**config.mk**
```make
export PLATFORM = sky130hd
export DESIGN_NAME = spi_master_slave_port
export DESIGN_NICKNAME = d
export VERILOG_FILES = /design/src/pkg/spi_port_pkg.sv /design/src/hw/spi_rate_prescaler.sv /design/src/hw/spi_master_slave_port.sv
export VERILOG_INCLUDE_DIRS = /design/src /design/src/pkg
export SDC_FILE = /design/constraint.sdc
export NUM_CORES = 1
export LEC_CHECK = 0
export ABC_AREA = 1
export BUFFER_PORTS_ARGS = -buffer_cell sky130_fd_sc_hd__buf_2
export CORE_MARGIN = 10
export CORE_UTILIZATION = 55
export CTS_CLUSTER_DIAMETER = 80
export CTS_CLUSTER_SIZE = 14
export DETAILED_ROUTE_END_ITERATION = 6
export PLACE_DENSITY = 0.83
export RECOVER_POWER = 50
export SLEW_MARGIN = 20
export SYNTH_ARGS = -nofsm -noshare
export SYNTH_HDL_FRONTEND = slang
export SYNTH_SLANG_ARGS = --single-unit
export TNS_END_PERCENT = 20
```
**constraint.sdc**
```tcl
create_clock -name SYS_CLK_IN -period 2.26 [get_ports SYS_CLK_IN]
set_input_delay 0.339 -clock SYS_CLK_IN [delete_from_list [all_inputs] [get_ports SYS_CLK_IN]]
set_output_delay 0.339 -clock SYS_CLK_IN [all_outputs]
set_load 0.1 [all_outputs]
```
**src/pkg/spi_port_cfg.svh**
```systemverilog
// constants of the serial port: register indices, field positions, reset values
// assumes a 32-bit apb slave; byte address of a register is four times its index
`ifndef SPI_PORT_CFG_SVH
`define SPI_PORT_CFG_SVH

`define SPI_IDX_CONFIG 8'h30
`define SPI_IDX_CONTROL 8'h31
`define SPI_IDX_RXBUF 8'h37
`define SPI_IDX_DATA 8'h39
`define SPI_IDX_PRIORITY 8'h3f

`define SPI_CFG_SWRST_BIT 7
`define SPI_CFG_POL_BIT 6
`define SPI_CFG_RATE_HI 5
`define SPI_CFG_RATE_LO 3
`define SPI_CFG_LEN_HI 2
`define SPI_CFG_LEN_LO 0

`define SPI_CTL_OVR_BIT 7
`define SPI_CTL_FLAG_BIT 6
`define SPI_CTL_MASTER_BIT 2
`define SPI_CTL_TALK_BIT 1
`define SPI_CTL_IEN_BIT 0

`define SPI_PRI_LEVEL_BIT 6

`define SPI_CFG_RESET 8'h00
`define SPI_DATA_RESET 8'h00
`define SPI_BUF_RESET 8'h00

// half shift clock period is 4 << rate system clocks, so full period is 8 << rate
`define SPI_HALF_BASE 10'h004

`endif

```
**src/pkg/spi_port_pkg.sv**
```systemverilog
// types shared by the serial port design files
// assumes spi_port_cfg.svh supplies the numbers
package spi_port_pkg;
    typedef logic [7:0] char_t;
    typedef enum logic {XFER_IDLE, XFER_SHIFT} xfer_state_t;
endpackage : spi_port_pkg

```
**src/hw/spi_rate_prescaler.sv**
```systemverilog
// free-running prescaler giving one tick per half shift clock period
// assumes a single clock and active-low asynchronous reset
`timescale 1ns/10ps
`include "spi_port_cfg.svh"
module spi_rate_prescaler (
    input wire logic clk_in,
    input wire logic rst_n_in,
    input wire logic [2:0] rate_in,
    output logic tick_out
);
    logic [9:0] count;
    logic [9:0] mask;

    assign mask = (`SPI_HALF_BASE << rate_in) - 10'h001;

    always_ff @(posedge clk_in or negedge rst_n_in) begin
        if (!rst_n_in) begin
            count <= 10'h000;
        end else begin
            count <= count + 10'h001;
        end
    end

    // free running: first half period after a start may be short
    always_ff @(posedge clk_in or negedge rst_n_in) begin
        if (!rst_n_in) begin
            tick_out <= 1'b0;
        end else begin
            tick_out <= ((count | ~mask) == 10'h3ff);
        end
    end
endmodule : spi_rate_prescaler

```
**src/hw/spi_master_slave_port.sv**
```systemverilog
// serial port core: apb register file, master clock generation, slave clock sync, shifter
// assumes pins synchronous to SYS_CLK_IN; testbench resolves pin wires from the enables
`timescale 1ns/10ps
`include "spi_port_cfg.svh"
module spi_master_slave_port (
    input wire logic SYS_CLK_IN,
    input wire logic RST_N_IN,
    input wire logic PSEL_IN,
    input wire logic PENABLE_IN,
    input wire logic PWRITE_IN,
    input wire logic [7:0] PADDR_IN,
    input wire logic [31:0] PWDATA_IN,
    output logic [31:0] PRDATA_OUT,
    output logic PREADY_OUT,
    output logic PSLVERR_OUT,
    input wire logic SERIAL_CLOCK_PIN_IN,
    output logic SERIAL_CLOCK_PIN_OUT,
    output logic SERIAL_CLOCK_PIN_OE_N_OUT,
    input wire logic SLAVE_IN_MASTER_OUT_PIN_IN,
    output logic SLAVE_IN_MASTER_OUT_PIN_OUT,
    output logic SLAVE_IN_MASTER_OUT_PIN_OE_N_OUT,
    input wire logic SLAVE_OUT_MASTER_IN_PIN_IN,
    output logic SLAVE_OUT_MASTER_IN_PIN_OUT,
    output logic SLAVE_OUT_MASTER_IN_PIN_OE_N_OUT,
    input wire logic IDLE_ENTRY_IN,
    output logic IRQ_LEVEL1_OUT,
    output logic IRQ_LEVEL2_OUT
);
    spi_port_pkg::char_t config_control_register;
    spi_port_pkg::char_t shift_data_register;
    spi_port_pkg::char_t receive_buffer_register;
    spi_port_pkg::char_t next_shift;
    spi_port_pkg::char_t read_mux;
    spi_port_pkg::xfer_state_t state;
    logic master_select;
    logic transmit_drive_enable;
    logic completion_irq_enable;
    logic completion_flag;
    logic receive_overrun_flag;
    logic irq_priority_select;
    logic soft_reset_bit;
    logic shift_clock_polarity;
    logic [2:0] bit_rate_select;
    logic [2:0] char_length_field;
    logic [2:0] bit_count;
    logic phase;
    logic sclk_level;
    logic data_out_bit;
    logic tick;
    logic sync_stage1;
    logic sync_stage2;
    logic sync_stage3;
    logic slave_lead;
    logic slave_trail;
    logic lead_edge;
    logic trail_edge;
    logic char_done;
    logic rx_bit;
    logic apb_access;
    logic apb_done;
    logic hit_config;
    logic hit_control;
    logic hit_rxbuf;
    logic hit_data;
    logic hit_priority;
    logic mapped;
    logic wr_en;
    logic rd_en;
    logic data_write;
    logic buf_read;

    assign soft_reset_bit = config_control_register[`SPI_CFG_SWRST_BIT];
    assign shift_clock_polarity = config_control_register[`SPI_CFG_POL_BIT];
    assign bit_rate_select = config_control_register[`SPI_CFG_RATE_HI:`SPI_CFG_RATE_LO];
    assign char_length_field = config_control_register[`SPI_CFG_LEN_HI:`SPI_CFG_LEN_LO];

    // apb decode: printed offsets are indices, byte address is index times four
    assign hit_config = (PADDR_IN == 8'({`SPI_IDX_CONFIG, 2'b00}));
    assign hit_control = (PADDR_IN == 8'({`SPI_IDX_CONTROL, 2'b00}));
    assign hit_rxbuf = (PADDR_IN == 8'({`SPI_IDX_RXBUF, 2'b00}));
    assign hit_data = (PADDR_IN == 8'({`SPI_IDX_DATA, 2'b00}));
    assign hit_priority = (PADDR_IN == 8'({`SPI_IDX_PRIORITY, 2'b00}));
    assign mapped = hit_config | hit_control | hit_rxbuf | hit_data | hit_priority;
    assign apb_access = PSEL_IN & PENABLE_IN;
    assign apb_done = apb_access & PREADY_OUT;
    assign wr_en = apb_done & PWRITE_IN & ~PSLVERR_OUT;
    assign rd_en = apb_done & ~PWRITE_IN & ~PSLVERR_OUT;
    // data register writes during soft reset are dropped
    assign data_write = wr_en & hit_data & ~soft_reset_bit;
    assign buf_read = rd_en & hit_rxbuf;

    always_comb begin
        read_mux = 8'h00;
        if (hit_config) begin
            read_mux = config_control_register;
        end else if (hit_control) begin
            read_mux = {receive_overrun_flag, completion_flag, 3'h0, master_select,
                        transmit_drive_enable, completion_irq_enable};
        end else if (hit_rxbuf) begin
            read_mux = receive_buffer_register;
        end else if (hit_data) begin
            read_mux = shift_data_register;
        end else if (hit_priority) begin
            read_mux = {1'b0, irq_priority_select, 6'h00};
        end
    end

    // one wait state so read data and error come from flip-flops
    always_ff @(posedge SYS_CLK_IN or negedge RST_N_IN) begin
        if (!RST_N_IN) begin
            PREADY_OUT <= 1'b0;
            PSLVERR_OUT <= 1'b0;
            PRDATA_OUT <= 32'h0000_0000;
        end else begin
            PREADY_OUT <= apb_access & ~PREADY_OUT;
            PSLVERR_OUT <= apb_access & ~PREADY_OUT & ~mapped;
            if (apb_access & ~PREADY_OUT) begin
                PRDATA_OUT <= {24'h00_0000, read_mux};
            end
        end
    end

    always_ff @(posedge SYS_CLK_IN or negedge RST_N_IN) begin
        if (!RST_N_IN) begin
            config_control_register <= `SPI_CFG_RESET;
            master_select <= 1'b0;
            transmit_drive_enable <= 1'b0;
            completion_irq_enable <= 1'b0;
            irq_priority_select <= 1'b0;
        end else if (wr_en) begin
            if (hit_config) begin
                config_control_register <= PWDATA_IN[7:0];
            end
            if (hit_control) begin
                master_select <= PWDATA_IN[`SPI_CTL_MASTER_BIT];
                transmit_drive_enable <= PWDATA_IN[`SPI_CTL_TALK_BIT];
                completion_irq_enable <= PWDATA_IN[`SPI_CTL_IEN_BIT];
            end
            if (hit_priority) begin
                irq_priority_select <= PWDATA_IN[`SPI_PRI_LEVEL_BIT];
            end
        end
    end

    spi_rate_prescaler spi_rate_prescaler_inst (
        .clk_in(SYS_CLK_IN),
        .rst_n_in(RST_N_IN),
        .rate_in(bit_rate_select),
        .tick_out(tick)
    );

    // external clock synchroniser; stage1 feeds stage2 only
    always_ff @(posedge SYS_CLK_IN or negedge RST_N_IN) begin
        if (!RST_N_IN) begin
            sync_stage1 <= 1'b0;
            sync_stage2 <= 1'b0;
            sync_stage3 <= 1'b0;
        end else begin
            sync_stage1 <= SERIAL_CLOCK_PIN_IN;
            sync_stage2 <= sync_stage1;
            sync_stage3 <= sync_stage2;
        end
    end

    // leading edge leaves the idle level, trailing edge returns to it
    assign slave_lead = ~master_select & ~soft_reset_bit & (sync_stage3 == shift_clock_polarity)
                        & (sync_stage2 != shift_clock_polarity);
    assign slave_trail = ~master_select & ~soft_reset_bit & (sync_stage3 != shift_clock_polarity)
                         & (sync_stage2 == shift_clock_polarity);
    // drive on one edge, sample on the other
    assign lead_edge = master_select ? (state == spi_port_pkg::XFER_SHIFT) & tick & ~phase : slave_lead;
    assign trail_edge = master_select ? (state == spi_port_pkg::XFER_SHIFT) & tick & phase : slave_trail;
    // slave takes data from the slave in pin
    assign rx_bit = master_select ? SLAVE_OUT_MASTER_IN_PIN_IN : SLAVE_IN_MASTER_OUT_PIN_IN;
    // new bit enters at the lsb, old bits move up
    assign next_shift = {shift_data_register[6:0], rx_bit};
    assign char_done = trail_edge & ~soft_reset_bit & (bit_count == char_length_field);

    // msb leaves first; writes mid-transfer take effect, corrupting it
    always_ff @(posedge SYS_CLK_IN or negedge RST_N_IN) begin
        if (!RST_N_IN) begin
            shift_data_register <= `SPI_DATA_RESET;
        end else if (data_write) begin
            shift_data_register <= PWDATA_IN[7:0];
        end else if (trail_edge) begin
            shift_data_register <= next_shift;
        end
    end

    always_ff @(posedge SYS_CLK_IN or negedge RST_N_IN) begin
        if (!RST_N_IN) begin
            bit_count <= 3'h0;
        end else if (soft_reset_bit) begin
            bit_count <= 3'h0;
        end else if (char_done) begin
            bit_count <= 3'h0;
        end else if (trail_edge) begin
            bit_count <= bit_count + 3'h1;
        end
    end

    always_ff @(posedge SYS_CLK_IN or negedge RST_N_IN) begin
        if (!RST_N_IN) begin
            state <= spi_port_pkg::XFER_IDLE;
        end else begin
            case (state)
                spi_port_pkg::XFER_IDLE: begin
                    if (data_write & master_select) begin
                        state <= spi_port_pkg::XFER_SHIFT;
                    end
                end
                spi_port_pkg::XFER_SHIFT: begin
                    if (soft_reset_bit | ~master_select | char_done) begin
                        state <= spi_port_pkg::XFER_IDLE;
                    end
                end
                default: begin
                    state <= spi_port_pkg::XFER_IDLE;
                end
            endcase
        end
    end

    // clock toggles each half period tick
    always_ff @(posedge SYS_CLK_IN or negedge RST_N_IN) begin
        if (!RST_N_IN) begin
            phase <= 1'b0;
        end else if (state != spi_port_pkg::XFER_SHIFT) begin
            phase <= 1'b0;
        end else if (tick) begin
            phase <= ~phase;
        end
    end

    // clock sits at the polarity level whenever not shifting
    always_ff @(posedge SYS_CLK_IN or negedge RST_N_IN) begin
        if (!RST_N_IN) begin
            sclk_level <= 1'b0;
        end else if (state != spi_port_pkg::XFER_SHIFT) begin
            sclk_level <= shift_clock_polarity;
        end else if (tick) begin
            sclk_level <= ~sclk_level;
        end
    end

    // data presented from the first edge
    always_ff @(posedge SYS_CLK_IN or negedge RST_N_IN) begin
        if (!RST_N_IN) begin
            data_out_bit <= 1'b0;
        end else if (lead_edge) begin
            data_out_bit <= shift_data_register[7];
        end
    end

    // clock pin direction; data drivers float without transmit enable
    always_ff @(posedge SYS_CLK_IN or negedge RST_N_IN) begin
        if (!RST_N_IN) begin
            SERIAL_CLOCK_PIN_OE_N_OUT <= 1'b1;
            SLAVE_IN_MASTER_OUT_PIN_OE_N_OUT <= 1'b1;
            SLAVE_OUT_MASTER_IN_PIN_OE_N_OUT <= 1'b1;
        end else begin
            SERIAL_CLOCK_PIN_OE_N_OUT <= ~master_select;
            SLAVE_IN_MASTER_OUT_PIN_OE_N_OUT <= ~(master_select & transmit_drive_enable);
            SLAVE_OUT_MASTER_IN_PIN_OE_N_OUT <= ~(~master_select & transmit_drive_enable);
        end
    end

    assign SERIAL_CLOCK_PIN_OUT = sclk_level;
    assign SLAVE_IN_MASTER_OUT_PIN_OUT = data_out_bit;
    assign SLAVE_OUT_MASTER_IN_PIN_OUT = data_out_bit;

    // completed character copied to the buffer
    always_ff @(posedge SYS_CLK_IN or negedge RST_N_IN) begin
        if (!RST_N_IN) begin
            receive_buffer_register <= `SPI_BUF_RESET;
        end else if (char_done) begin
            receive_buffer_register <= next_shift;
        end
    end

    // set wins over read or idle clear
    always_ff @(posedge SYS_CLK_IN or negedge RST_N_IN) begin
        if (!RST_N_IN) begin
            completion_flag <= 1'b0;
        end else if (soft_reset_bit) begin
            completion_flag <= 1'b0;
        end else if (char_done) begin
            completion_flag <= 1'b1;
        end else if (buf_read | IDLE_ENTRY_IN) begin
            completion_flag <= 1'b0;
        end
    end

    // overrun when unread character is replaced
    always_ff @(posedge SYS_CLK_IN or negedge RST_N_IN) begin
        if (!RST_N_IN) begin
            receive_overrun_flag <= 1'b0;
        end else if (soft_reset_bit) begin
            receive_overrun_flag <= 1'b0;
        end else if (char_done & completion_flag) begin
            receive_overrun_flag <= 1'b1;
        end
    end

    // priority steers the request; enable only masks
    always_ff @(posedge SYS_CLK_IN or negedge RST_N_IN) begin
        if (!RST_N_IN) begin
            IRQ_LEVEL1_OUT <= 1'b0;
            IRQ_LEVEL2_OUT <= 1'b0;
        end else begin
            IRQ_LEVEL1_OUT <= completion_flag & completion_irq_enable & ~irq_priority_select;
            IRQ_LEVEL2_OUT <= completion_flag & completion_irq_enable & irq_priority_select;
        end
    end
endmodule : spi_master_slave_port

```
==> reports/summary.txt <==
Cells after Synth = 400
Detailed-route vias per instance = 5.30
Worst Path Required = 2.47 ns
GR Layer Usage met3 = 5.12%
Seq. cell area = 0.00163 mm^2
Crit end category = flip-flop
Least-Margin Pin Slew = 1.56 ns
Cts repair resizes = 0
Vias in the first global route = 2839
Grt ovf = 0
Critical path class = reg2reg
Worst Hold Depth = 1
CP arrival = 1.94 ns
Max_slew headroom = -3.68%
First-pass GRT wire length = 13.5 mm
Die H = 97.7 um
Hold_buf cts = 0
Port Buffers = 42
Clk sinks = 65
Antenna cells = 0
Antenna violations before repair = 0
Max Slew Vio Count = 66
Min cycle time layout = 1.73 ns
Worst clock skew = 0.0120 ns
Fin. Hold Viols = 0
Gr busiest metal = met2
Post-synthesis to final-layout area growth = 13.6%
Status = complete, but fails checks
Final ANT Viol Nets = 0
Endpoints failing setup = 0
RSZ-0062 raised after global routing = no
Combinational group share of total power = 13.4%
Int Pwr = 2.01 mW
Crit start category = flip-flop
Standard-cell rows = 28
Setup Fix Bufs, Post-CTS = 0
Synthesis-stage register bit count = 65
Share of layout cells above drive strength 1 = 17.3%
Leak pwr = 2.00 nW
H-tree levels = 3
Synthesized area = 0.00332 mm^2
Number of distinct library cells after synthesis = 32
Via count = 2813
Clk Latency, worst-skew pair = 0.34 ns
Pin count of the biggest net entering global routing = 66
Max-cap violations = 1
RD Place Congestion = 0.836
Violated checks = capacitance limit, slew limit
Hold WC Path Type = in2reg
CTS buffer count = 9
Syn. warnings = 0
Clock Root Buffer = clkbuf_8
Clock power share = 44.1%
Core area = 0.00589 mm^2
Clock buffer depth = 2
Reg power frac = 42.5%
Average wire per standard cell = 14.9 um
R2R cell count = 5
Placed instance area = 0.00353 mm^2
Max VDD drop = 0.000528 V
CTS tree = done
M1 GR Usage = 19.1%
Area occupied by multi-input gates = 0.00138 mm^2
DR pass1 iterations = 5
Switching power = 776 uW
CP max FO = 17
HPWL after detailed placement = 5.78 mm
Initial Util = 56.4%
GR Util All Layers = 16.9%
Detailed-route wire length = 7.89 mm
Switching share of power = 27.8%
# fillers = 487
GR Util met2 = 28.2%
Total Nets Final = 502
Io pins = 91
Die Span X = 97.7 um
Die area = 0.00954 mm^2
Most frequent cells in the layout = nand2_1 (105), dfrtp_1 (62), nand3_1 (53), buf_2 (42), inv_1 (39)
Commonest non-fill, non-tap cell in the layout = nand2_1
Final worst-path cycle share = 76.5%
PD cells = 740 mW/mm^2
Iter 0 DRT Violations = 251
Final instance area = 0.00377 mm^2
Setup tns final = 0 ns
Fmax = 0.579 GHz
Post-detailed-route DRC marker count = 0
Sequential share of the synthesized area = 49.1%
Avg Inst Size Synth = 8.30 um^2
Clock transition at path regs = 0.07 ns
-- through the flow --
| step | power [mW] | utilization (%) | instances | worst slack, ns | hold WS [ns] |
|---|---|---|---|---|---|
| floorplan | 1.53 | - | 423 | 0.163 | 0.0434 |
| global placement | 1.58 | 60.0 | 515 | 0.495 | 0.333 |
| detailed placement | 1.58 | 60.0 | 515 | 0.461 | 0.335 |
| CTS | 2.81 | 64.3 | 531 | 0.584 | 0.0160 |
| global route | 2.87 | 64.1 | 531 | 0.352 | 0.0905 |
| finish | 2.79 | 64.1 | 531 | 0.532 | 0.113 |
-- flip-flops by register name (all words and copies together) (netlist names), 3 cells and up --
register	count
spi_rate_prescaler_inst.count	9
PRDATA_OUT	8
config_control_register	8
receive_buffer_register	8
shift_data_register	8
bit_count	3
-- cells in the mapped netlist --
library cell	number	area share, %
a21oi_1	17	2.6
buf_2	2	0.30
buf_4	25	5.7
buf_6	3	1.0
clkbuf_1	1	0.11
clkinv_1	2	0.23
conb_1	1	0.11
dfrtp_1	62	47
dfstp_2	3	2.4
ha_1	2	0.75
inv_1	38	4.3
inv_2	3	0.34
nand2_1	105	12
nand2_4	1	0.34
nand3_1	53	8.0
nand3b_1	1	0.23
nand4_1	4	0.75
nand4_2	1	0.38
nor2_1	26	2.9
nor2_2	3	0.57
nor2_4	1	0.34
nor3_1	6	0.91
nor3_4	1	0.49
o2111ai_1	5	1.3
o211ai_1	2	0.45
o21ai_0	15	2.3
o21ai_2	3	0.79
o21ai_4	1	0.49
o221ai_1	1	0.26
o22ai_1	1	0.19
xnor2_1	6	1.6
xor2_1	5	1.3
-- area by class of cell --
class	instances	share of cell area, %
flip-flops and latches	65	43.2
multi-input cells	284	36.5
repair buffers	48	6.70
clock inverters	4	2.62
inverters	43	4.28
well taps	75	2.49
clock buffers	12	4.12
-- path summary, 6_finish.rpt --
kind | startpoint | endpoint | slack, ns
worst min-delay path | SERIAL_CLOCK_PIN_IN | sync_stage1$_DFF_PN0_ | 0.11
min in group asynchronous | RST_N_IN | state$_DFF_PN0_ | 0.48
worst max register to register | config_control_register[7]$_DFFE_PN0P_ | shift_data_register[6]$_DFFE_PN0P_ | 0.53
max in group asynchronous | RST_N_IN | PRDATA_OUT[4]$_DFFE_PN0P_ | 0.87
worst max-delay path | config_control_register[7]$_DFFE_PN0P_ | shift_data_register[6]$_DFFE_PN0P_ | 0.53
worst min register to register | sync_stage1$_DFF_PN0_ | sync_stage2$_DFF_PN0_ | 0.35
-- per-layer routing --
metal  vias up  share of wire (%)
met5         -                  0
met4         0                3.8
met3        29                6.6
met2       112                 50
met1      1317                 40
li1       1355                  -
-- worst max-delay path: stages (launching register included) --
cell and delay, ns:
dfrtp_1 0.35, clkinv_1 0.27, nand4_2 0.40, clkinv_1 0.33
nand2_1 0.14, nand3_1 0.10
-- cell families (layout without fill, tap and decap cells) --
logic type / Yosys count / after routing / share of synthesized area, %
AOI/OAI and AO/OA: 45 / 45 / 8.33
xor gates and xnor gates: 11 / 11 / 2.90
adders and majority gates: 2 / 2 / 0.754
buffers and inverters: 74 / 107 / 12.0
DFF: 65 / 65 / 49.1
other: 1 / 24 / 0.113
and+or+nand+nor: 202 / 202 / 26.8
-- power groups by stage --
stage / clock (mW) / combinational (mW) / sequential (mW)
CTS: 1.25 / 0.376 / 1.19
finish: 1.23 / 0.373 / 1.19
global placement: 0 / 0.372 / 1.21
floorplan: 0 / 0.248 / 1.29
detailed placement: 0 / 0.375 / 1.21
global route: 1.29 / 0.391 / 1.19
No activity file was read; power rests on OpenSTA's default activity.
